File: config.mk
export PLATFORM = sky130hd
export DESIGN_NAME = lhs_latching_hall_switch_sampler
export DESIGN_NICKNAME = d
export VERILOG_FILES = /design/src/rtl/lhs_pkg.sv /design/src/rtl/lhs_chopper_clock.sv /design/src/rtl/lhs_latching_hall_switch_sampler.sv
export SDC_FILE = /design/constraint.sdc
export NUM_CORES = 1
export LEC_CHECK = 0
export BUFFER_PORTS_ARGS = -buffer_cell sky130_fd_sc_hd__buf_2
export CAP_MARGIN = 10
export CORE_MARGIN = 1.5
export CORE_UTILIZATION = 30
export CTS_CLUSTER_DIAMETER = 60
export DETAILED_ROUTE_END_ITERATION = 12
export GPL_TIMING_DRIVEN = 0
export SKIP_LAST_GASP = 1
export SLEW_MARGIN = 5
export SYNTH_ARGS = -nofsm -noshare
export SYNTH_HDL_FRONTEND = slang
export SYNTH_SLANG_ARGS = --single-unit
File: constraint.sdc
create_clock -name mclk -period 3 [get_ports mclk]
set_input_delay 0 -clock mclk [delete_from_list [all_inputs] [get_ports mclk]]
set_output_delay 0 -clock mclk [all_outputs]
set_load 0.01 [all_outputs]
File: src/rtl/lhs_pkg.sv
package lhs_pkg;
	// timing figures and the cycle counts they give at mclk
	localparam int MCLK_HZ              = 10000000;
	localparam int CHOPPER_FREQUENCY_HZ = 115000;
	localparam int ENABLE_DELAY_US      = 70;
	// one chopper period, rounded down so updates never come late
	localparam int CHOP_CYCLES          = MCLK_HZ / CHOPPER_FREQUENCY_HZ;
	localparam int HALF_CYCLES          = CHOP_CYCLES / 2;
	// longest enable time: round down
	localparam int ENABLE_CYCLES        = (ENABLE_DELAY_US * (MCLK_HZ / 1000000));
	localparam int FIELD_W              = 12;
	// thresholds in signed field units, south positive
	localparam int ON_THRESHOLD         = 80;
	localparam int OFF_THRESHOLD        = -80;
	localparam int ALT_FIELD_MAX_HZ     = 10000;

	typedef enum logic [1:0]
	{
		LHS_PHASE_START  = 2'b00,
		LHS_PHASE_FIRST  = 2'b01,
		LHS_PHASE_SECOND = 2'b10
	} lhs_phase_t;
endpackage

File: src/rtl/lhs_chopper_clock.sv
`timescale 1ns/100ps
// two-phase chopper clock from the internal oscillator
module lhs_chopper_clock
	import lhs_pkg::*;
#(
	parameter int HALF = HALF_CYCLES
)
(
	input  wire logic mclk,
	input  wire logic rst_n,
	output logic      first_end,
	output logic      second_end
);
	initial
	begin
		if (HALF < 2)
			$error("half period too short");
	end

	logic [15:0] count_reg;
	logic [15:0] count_next;
	logic        phase_reg;
	logic        phase_next;
	logic        first_end_reg;
	logic        first_end_next;
	logic        second_end_reg;
	logic        second_end_next;

	always_comb
	begin
		count_next      = count_reg + 16'h0001;
		phase_next      = phase_reg;
		first_end_next  = 1'b0;
		second_end_next = 1'b0;
		if (count_reg == 16'(HALF - 1))
		begin
			count_next      = 16'h0000;
			phase_next      = ~phase_reg;
			first_end_next  = ~phase_reg;
			second_end_next = phase_reg;
		end
	end

	always_ff @(posedge mclk)
	begin
		if (!rst_n)
		begin
			count_reg      <= 16'h0000;
			phase_reg      <= 1'b0;
			first_end_reg  <= 1'b0;
			second_end_reg <= 1'b0;
		end
		else
		begin
			count_reg      <= count_next;
			phase_reg      <= phase_next;
			first_end_reg  <= first_end_next;
			second_end_reg <= second_end_next;
		end
	end

	assign first_end  = first_end_reg;
	assign second_end = second_end_reg;
endmodule

File: src/rtl/lhs_latching_hall_switch_sampler.sv
`timescale 1ns/100ps
// What this block does
// - output pulled low once a south field above the on threshold is seen.
// - output released high once a north field beyond the off threshold is seen.
// - output holds between thresholds or with no field; only the opposite pole flips it.
// - on and off thresholds differ, so a hovering field cannot make it chatter.
// - the compensation cycle runs at the chopper frequency, 115 kHz typical.
// - each cycle is one first phase followed by one second phase.
// - the field is captured at the end of the first phase and held through the second.
// - at the end of the second phase sample and present field are averaged and compared.
// - the output follows a crossing within zero to one and a half chopper periods.
// - static fields and alternating fields up to 10 kHz are tracked.
// - the output transistor is off while overtemperature persists.
// - after power-up a valid output appears within the 70 us enable time.
module lhs_latching_hall_switch_sampler
	import lhs_pkg::*;
#(
	parameter int W       = FIELD_W,
	parameter int ON_TH   = ON_THRESHOLD,
	parameter int OFF_TH  = OFF_THRESHOLD,
	parameter int HALF    = HALF_CYCLES,
	parameter int EN_CYC  = ENABLE_CYCLES
)
(
	input  wire logic                mclk,
	input  wire logic                rst_n,
	input  wire logic signed [W-1:0] field,
	input  wire logic                over_temp,
	output logic                     out_o,
	output logic                     out_oe,
	output logic                     out_valid
);
	// counters share one width; parameters beyond it are refused below
	localparam int CNT_W     = 16;
	localparam int CNT_MAX   = (1 << CNT_W) - 1;
	localparam int FIELD_MAX = (1 << (W - 1)) - 1;
	localparam int FIELD_MIN = -(1 << (W - 1));
	// comparator slots, one per threshold
	localparam int CMP_ON    = 0;
	localparam int CMP_OFF   = 1;
	localparam int CMP_N     = 2;

	initial
	begin
		if (W < 4)
		begin
			$error("field width too small");
		end
		if (OFF_TH >= ON_TH)
		begin
			$error("off threshold must lie below on threshold");
		end
		if (ON_TH > FIELD_MAX || OFF_TH < FIELD_MIN)
		begin
			$error("thresholds outside the field range");
		end
		if (HALF < 2 || HALF > CNT_MAX)
		begin
			$error("half period outside the counter range");
		end
		if (2 * HALF * ALT_FIELD_MAX_HZ > MCLK_HZ / 2)
		begin
			$error("chopper too slow for alternating fields");
		end
		if (EN_CYC < 2 * HALF)
		begin
			$error("enable time shorter than one cycle");
		end
		if (EN_CYC > CNT_MAX)
		begin
			$error("enable time beyond the counter range");
		end
	end

	// chopper phase strobes, one mclk wide each
	logic first_end;
	logic second_end;

	lhs_chopper_clock #(
		.HALF (HALF)
	) lhs_chopper_clock_inst (
		.mclk       (mclk),
		.rst_n      (rst_n),
		.first_end  (first_end),
		.second_end (second_end)
	);

	// strictly past a threshold in the given direction; equal never counts
	function automatic logic beyond(
		input logic signed [W:0] level,
		input int                th,
		input logic              upward
	);
		logic result;
		result = 1'b0;
		if (upward)
		begin
			result = (level > (W+1)'(th));
		end
		else
		begin
			result = (level < (W+1)'(th));
		end
		return result;
	endfunction

	// threshold opposite to the latched state, so a hovering field cannot chatter
	function automatic logic decide(
		input logic             latched,
		input logic [CMP_N-1:0] past
	);
		logic result;
		result = latched;
		if (!latched)
		begin
			result = past[CMP_ON];
		end
		else
		begin
			result = !past[CMP_OFF];
		end
		return result;
	endfunction

	lhs_phase_t             phase_reg;
	lhs_phase_t             phase_next;
	logic signed [W-1:0]    sample_reg;
	logic signed [W-1:0]    sample_next;
	logic signed [W:0]      sum;
	logic signed [W:0]      avg;
	logic [CMP_N-1:0]       crossed;
	logic                   decide_now;
	logic                   on_reg;
	logic                   on_next;
	logic [CNT_W-1:0]       en_cnt_reg;
	logic [CNT_W-1:0]       en_cnt_next;
	logic                   valid_reg;
	logic                   valid_next;
	logic                   oe_reg;
	logic                   oe_next;

	// phase tracker: start leaves at once, then first and second alternate
	always_comb
	begin
		phase_next = phase_reg;
		case (phase_reg)
			LHS_PHASE_START:
			begin
				phase_next = LHS_PHASE_FIRST;
			end
			LHS_PHASE_FIRST:
			begin
				if (first_end)
				begin
					phase_next = LHS_PHASE_SECOND;
				end
			end
			LHS_PHASE_SECOND:
			begin
				if (second_end)
				begin
					phase_next = LHS_PHASE_FIRST;
				end
			end
			default:
			begin
				phase_next = LHS_PHASE_START;
			end
		endcase
	end

	always_ff @(posedge mclk)
	begin
		if (!rst_n)
		begin
			phase_reg <= LHS_PHASE_START;
		end
		else
		begin
			phase_reg <= phase_next;
		end
	end

	// held sample: taken as the first phase closes, kept through the second
	always_comb
	begin
		sample_next = sample_reg;
		if (phase_reg == LHS_PHASE_FIRST && first_end)
		begin
			sample_next = field;
		end
	end

	always_ff @(posedge mclk)
	begin
		if (!rst_n)
		begin
			sample_reg <= '0;
		end
		else
		begin
			sample_reg <= sample_next;
		end
	end

	// one spare bit holds the sum, so the arithmetic halving cannot overflow
	assign sum = (W+1)'(sample_reg) + (W+1)'(field);
	assign avg = sum >>> 1;

	// one comparator per threshold, both always running
	generate
		for (genvar k = 0; k < CMP_N; k++)
		begin : g_compare
			assign crossed[k] = beyond(avg, (k == CMP_ON) ? ON_TH : OFF_TH, k == CMP_ON);
		end
	endgenerate

	// a step just after a first-phase close meets the old sample in the average,
	// so the switch can slip a cycle; that is the price of cancelling offset
	assign decide_now = (phase_reg == LHS_PHASE_SECOND) && second_end;

	// latched pole: only a decision strobe may flip it
	always_comb
	begin
		on_next = on_reg;
		if (decide_now)
		begin
			on_next = decide(on_reg, crossed);
		end
	end

	always_ff @(posedge mclk)
	begin
		if (!rst_n)
		begin
			on_reg <= 1'b0;
		end
		else
		begin
			on_reg <= on_next;
		end
	end

	// valid after the first decision, or at the latest once the enable time runs out
	always_comb
	begin
		en_cnt_next = en_cnt_reg;
		valid_next  = valid_reg;
		if (!valid_reg)
		begin
			if (decide_now)
			begin
				valid_next = 1'b1;
			end
			else if (en_cnt_reg == CNT_W'(EN_CYC - 1))
			begin
				valid_next = 1'b1;
			end
			else
			begin
				en_cnt_next = en_cnt_reg + CNT_W'(1);
			end
		end
	end

	always_ff @(posedge mclk)
	begin
		if (!rst_n)
		begin
			en_cnt_reg <= '0;
			valid_reg  <= 1'b0;
		end
		else
		begin
			en_cnt_reg <= en_cnt_next;
			valid_reg  <= valid_next;
		end
	end

	// overtemperature forces the transistor off but keeps the latch,
	// so the output returns as soon as the die cools
	always_comb
	begin
		oe_next = on_next;
		if (over_temp)
		begin
			oe_next = 1'b0;
		end
	end

	always_ff @(posedge mclk)
	begin
		if (!rst_n)
		begin
			oe_reg <= 1'b0;
		end
		else
		begin
			oe_reg <= oe_next;
		end
	end

	// open drain: the pin is only ever pulled low, the load gives the high level
	assign out_o     = 1'b0;
	assign out_oe    = oe_reg;
	assign out_valid = valid_reg;
endmodule

Word level (Yosys, flattened, before mapping)
Index checks and enable logic that the tools add are counted.
Widths: inputs -> output; s select.
- register bits after elaboration: 52
- add/subtract/negate cells: 3
- magnitude comparators: 2
- eq/ne operators: 6
- mux-type cells: 8
- bitwise operators: 5
- reduce and logical (&&, ||, !) cells: 9
- operator list (kind ; count):
    $add 16x1->16 const B ; 2
    $eq 16x10->1 const B ; 1
    $eq 16x6->1 const B ; 1
    $add 12x12->13 ; 1
    $gt 12x8->1 const B ; 1
    $lt 12x8->1 const B ; 1
    $pmux 2 s3 ; 1
    $mux 1 ; 5
    $not 1->1 ; 5
    $mux 2 ; 2
    $ne 2x1->1 const B ; 2
    $reduce_and 2->1 ; 2
    $reduce_or 2->1 ; 2
    $reduce_and 3->1 ; 1
    $eq 2x1->1 const B ; 1
    $eq 2x2->1 const B ; 1
    $logic_and 1x1->1 ; 2
    $logic_not 2->1 ; 1
    $logic_not 1->1 ; 1

Logic depth before layout (Yosys ltp)
- depth in word-level cells: 5
- gate-level depth with buffers: 9
- gate-level depth less buffers: 9

Hierarchy
A second synthesis with hierarchy kept.
- cell total of the unflattened synthesis: 343
- area total of the unflattened synthesis: 2924.1 µm²
- modules (own cells, without submodules) (module ; instances ; cells an instance ; area each (µm²) ; seq. area each (µm²)):
    lhs_latching_hall_switch_sampler ; 1 ; 253 ; 2110.8 ; 660.6
    lhs_chopper_clock ; 1 ; 90 ; 813.3 ; 380.4

Least setup slack after synthesis
OpenSTA, ideal clock, no wires.
- path kind: register to register
- from: reg sample_reg[0]
- to: reg oe_reg, in the netlist out_oe
- library setup time: 0.131 ns
- arrival: 2.168 ns
- data required time: 2.869 ns
- slack: 0.701 ns
- stages on the path, launching flop included: 9
- period minus slack after synthesis: 2.299 ns
- path through: dfxtp_1 -> and2_1 -> fa_1 -> a211oi_1 -> o21a_1 -> o32ai_1 -> a211o_1 -> o31ai_1 -> a31oi_1
- cells in the longest elaborated chain, start to end: 5
- elaborated cells between the ends (all ways): 6
- those cells by class: add/sub (1); order compare (2); mux (2); reduce/logical (1)
- ends and longest elaborated chain (element ; RTL line ; source):
    from (decl) ; lhs_latching_hall_switch_sampler.sv:127 ; logic signed [W-1:0] sample_reg;
    from (signal assigned) ; lhs_latching_hall_switch_sampler.sv:202 ; sample_reg <= sample_next;
    $add 12x12->13 * ; lhs_latching_hall_switch_sampler.sv:207 ; assign sum = (W+1)'(sample_reg) + (W+1)'(field);
    $lt 12x8->1 ; lhs_latching_hall_switch_sampler.sv:102 ; result = (level < (W+1)'(th));
    $logic_not 1->1 ; lhs_latching_hall_switch_sampler.sv:120 ; result = !past[CMP_OFF];
    $mux 1 * ; lhs_latching_hall_switch_sampler.sv:114 ; if (!latched)
    $mux 1 * ; lhs_latching_hall_switch_sampler.sv:226 ; if (decide_now)
    to (signal assigned) ; lhs_latching_hall_switch_sampler.sv:299 ; oe_reg <= oe_next;
    to (decl) ; lhs_latching_hall_switch_sampler.sv:139 ; logic oe_reg;
Mark *: on every way between the ends. The rest lies on a longest branch, timed or not.
A chain may end at the register's enable or synchronous reset.

Worst setup path in the final report
- from: in field[0]
- to: reg oe_reg, in the netlist out_oe
- cells in the longest elaborated chain, start to end: 5
- elaborated cells between the ends (all ways): 6
- those cells by class: add/sub (1); order compare (2); mux (2); reduce/logical (1)
- ends and longest elaborated chain (element ; RTL line ; source):
    from (decl) ; lhs_latching_hall_switch_sampler.sv:27 ; input wire logic signed [W-1:0] field,
    $add 12x12->13 * ; lhs_latching_hall_switch_sampler.sv:207 ;
    $lt 12x8->1 ; lhs_latching_hall_switch_sampler.sv:102 ;
    $logic_not 1->1 ; lhs_latching_hall_switch_sampler.sv:120 ;
    $mux 1 * ; lhs_latching_hall_switch_sampler.sv:114 ;
    $mux 1 * ; lhs_latching_hall_switch_sampler.sv:226 ;
Marks and branches as above.

==> impl_metrics.py <==
metrics = {
    "run_status": {
        "outcome": "finished clean",
    },
    "clock_network": {
        "cts_hold_repair.buffers": 13,
        "post-cts-setup-buffer-count": 0,
        "path_clk_slew_ps": 100,
        "ctsLongestPathBuffers": 2,
        "clk_latency_ps": 300,
        "clock-sinks": 52,
        "cts_tree": "built",
        "cts_root_buffer": "clkbuf_8",
        "htree_num_levels": 2,
        "cts_resized": 0,
        "cts_inserted_buffers": 5,
    },
    "flow_run": {
        "cap_violations": 0,
    },
    "setup_path": {
        "cp-start-kind": "primary input",
        "crit_arrival_ps": 3020,
        "worstPathRequired_ps": 3230,
        "cp_max_fo": 4,
        "criticalPathCategory": "in2reg",
        "crit_path_end_kind": "flop",
    },
    "synth": {
        "synth_common_cells": "dfxtp_1, nand2_1, nor2_1",
        "synth_edf_count": 0,
        "async_reset_ff_share_pct": 0,
        "synthCells": 328,
        "yosysTopAreaCellShare_pct": 36.8,
        "synth_ff_type": "dfxtp_1",
        "yosys_warnings": 0,
        "synth.largest_area_cell": "dfxtp_1",
        "syn-cell-area_sq_um": 2830,
        "ys_types": 57,
        "ys_seq_elements": 52,
        "yosysMostFrequentCell": "dfxtp_1",
        "syn_nets": 358,
        "seq_area_frac_synth_pct": 36.8,
        "synthTopCellsByArea": "dfxtp_1, ha_1, nand2_1, xnor2_1, xor2_1",
        "avgSynthCellArea_sq_um": 8.63,
    },
    "die": {
        "io_pins": 18,
        "dieArea_sq_um": 10000,
        "num_rows": 35,
        "coreArea_sq_um": 9200,
        "die_h_um": 100,
        "die_w_um": 100,
        "start_util_pct": 30.8,
    },
    "global_route": {
        "grt_overflow": 0,
        "grt_max_degree": 17,
        "grt_pass1_wl_mm": 9.58,
        "grt_use_total_pct": 11.5,
        "grt_pass1_vias": 2193,
        "antenna_found_initial": 0,
    },
    "cells_and_area": {
        "antenna_cells": 0,
        "num-fill-cells": 945,
        "area_delta_synth_final_pct": 15.6,
        "drive_above_1_share_pct": 9.34,
        "final_nets": 393,
    },
    "placed_design": {
        "hpwl_mm": 3.98,
        "gp_congestion": 0.769,
        "port_buffers": 15,
    },
    "timing": {
        "setup_viol": 0,
        "fin_crit_ps": 2790,
        "skew_ps": 13.4,
        "worstMarginPinSlew_ps": 544,
        "rsz0062_at_grt": "no",
        "slew_headroom_pct": 63.8,
        "hold_viol": 0,
        "fmax_mhz": 358,
        "slew_viol_final": 0,
        "min_period_over_period_pct": 93.0,
        "tns_ps": 0,
    },
    "routing": {
        "ant_nets": 0,
        "wirelength_mm": 5.38,
        "via_per_inst": 4.81,
        "firstDrtPassIters": 6,
        "drc": 0,
        "routedWlPerCell_um": 11.3,
        "vias": 2285,
        "drt_iter0_drc": 69,
    },
    "pwr": {
        "p_leak_uw": 0.00133,
        "peakVddDrop_mv": 0.209,
        "total_power_uw": 1230,
        "powerDensity_nw_per_um2": 375,
    },
    "min_path": {
        "hold_class": "in2reg",
    },
}
[per-layer routing]
layer | routed length, um | global-route usage [%] | vias up
li1 | - | - | 1207
met1 | 2770 | 15.5 | 1060
met2 | 2480 | 19.4 | 16
met3 | 102 | 2.09 | 2
met4 | 20 | 1.95 | 0
met5 | 0 | 0 | -
[per-stage QoR]
stage	std cells	hold WS, ps	utilization [%]	instance area, sq um	setup WS [ps]
4_1_cts	475	133	35.6	3270	242
6_report	475	128	35.6	3270	209
2_1_floorplan	328	69.4	-	2830	701
3_5_place_dp	454	169	33.1	3040	324
3_3_place_gp	454	177	33.1	3040	269
5_1_grt	475	159	35.6	3270	5.76
[cell type report]
| type | instances | area (sq um) | area share (%) |
|---|---|---|---|
| sequential | 52 | 1040 | 31.8 |
| tap | 111 | 139 | 4.25 |
| clock inverter | 2 | 13.8 | 0.421 |
| multi-input combinational | 260 | 1720 | 52.5 |
| buffer | 10 | 50.0 | 1.53 |
| timing repair buffer | 28 | 205 | 6.27 |
| inverter | 6 | 22.5 | 0.689 |
| clock buffer | 6 | 82.6 | 2.52 |
[cells by family after synthesis]
kind of cell / synth area share [%]
xor gates and xnor gates: 9.90
and+or+nand+nor: 29.0
DFF: 36.8
AOI/OAI and AO/OA: 14.4
adders and majority gates: 6.90
buffers and inverters: 2.56
muxes: 0.354
other: 0.132
[cell usage in the layout (no fill, tap or decap), drive strengths merged, types with 4 or more instances in the layout]
cell	count
dfxtp	52
nand2	44
nor2	30
and2	21
buf	18
nand3	16
xnor2	16
xor2	16
ha	14
a21boi	14
dlygate4sd3	13
clkbuf	13
and3	9
a21oi	7
inv	7
o21ai	7
a21o	6
nand4	5
o21a	5
nor4	4
nor2b	4
nor4b	4
[power by group]
group / internal, uW / switching, uW / leakage, uW / total [uW]
Sequential: 697 / 7.31 / 0.000420 / 705
Combinational: 51.2 / 48.5 / 0.000857 / 99.7
Clock: 189 / 234 / 0.0000516 / 424
[worst paths after layout]
check,depth (start not counted),endpoint,slack (ps),startpoint
max reg2reg,9,out_oe$_SDFF_PP0_,260,sample_reg[0]$_SDFFE_PN0P_
max,11,out_oe$_SDFF_PP0_,210,field[0]
min reg2reg,1,lhs_chopper_clock_inst.first_end$_SDFF_PN0_,470,lhs_chopper_clock_inst.phase_reg$_SDFFE_PN0N_
min,2,sample_reg[0]$_SDFFE_PN0P_,130,rst_n
[critical path, stage by stage]
cell           delay, ps
dlygate4sd3_1        530
buf_2                140
and2_1               160
fa_1                 400
a211oi_1             480
nor2_1               150
o311ai_1             430
a22oi_1              150
nor4b_2              250
o211ai_1             140
a31oi_1              190
(Power assumes the default switching activity.)
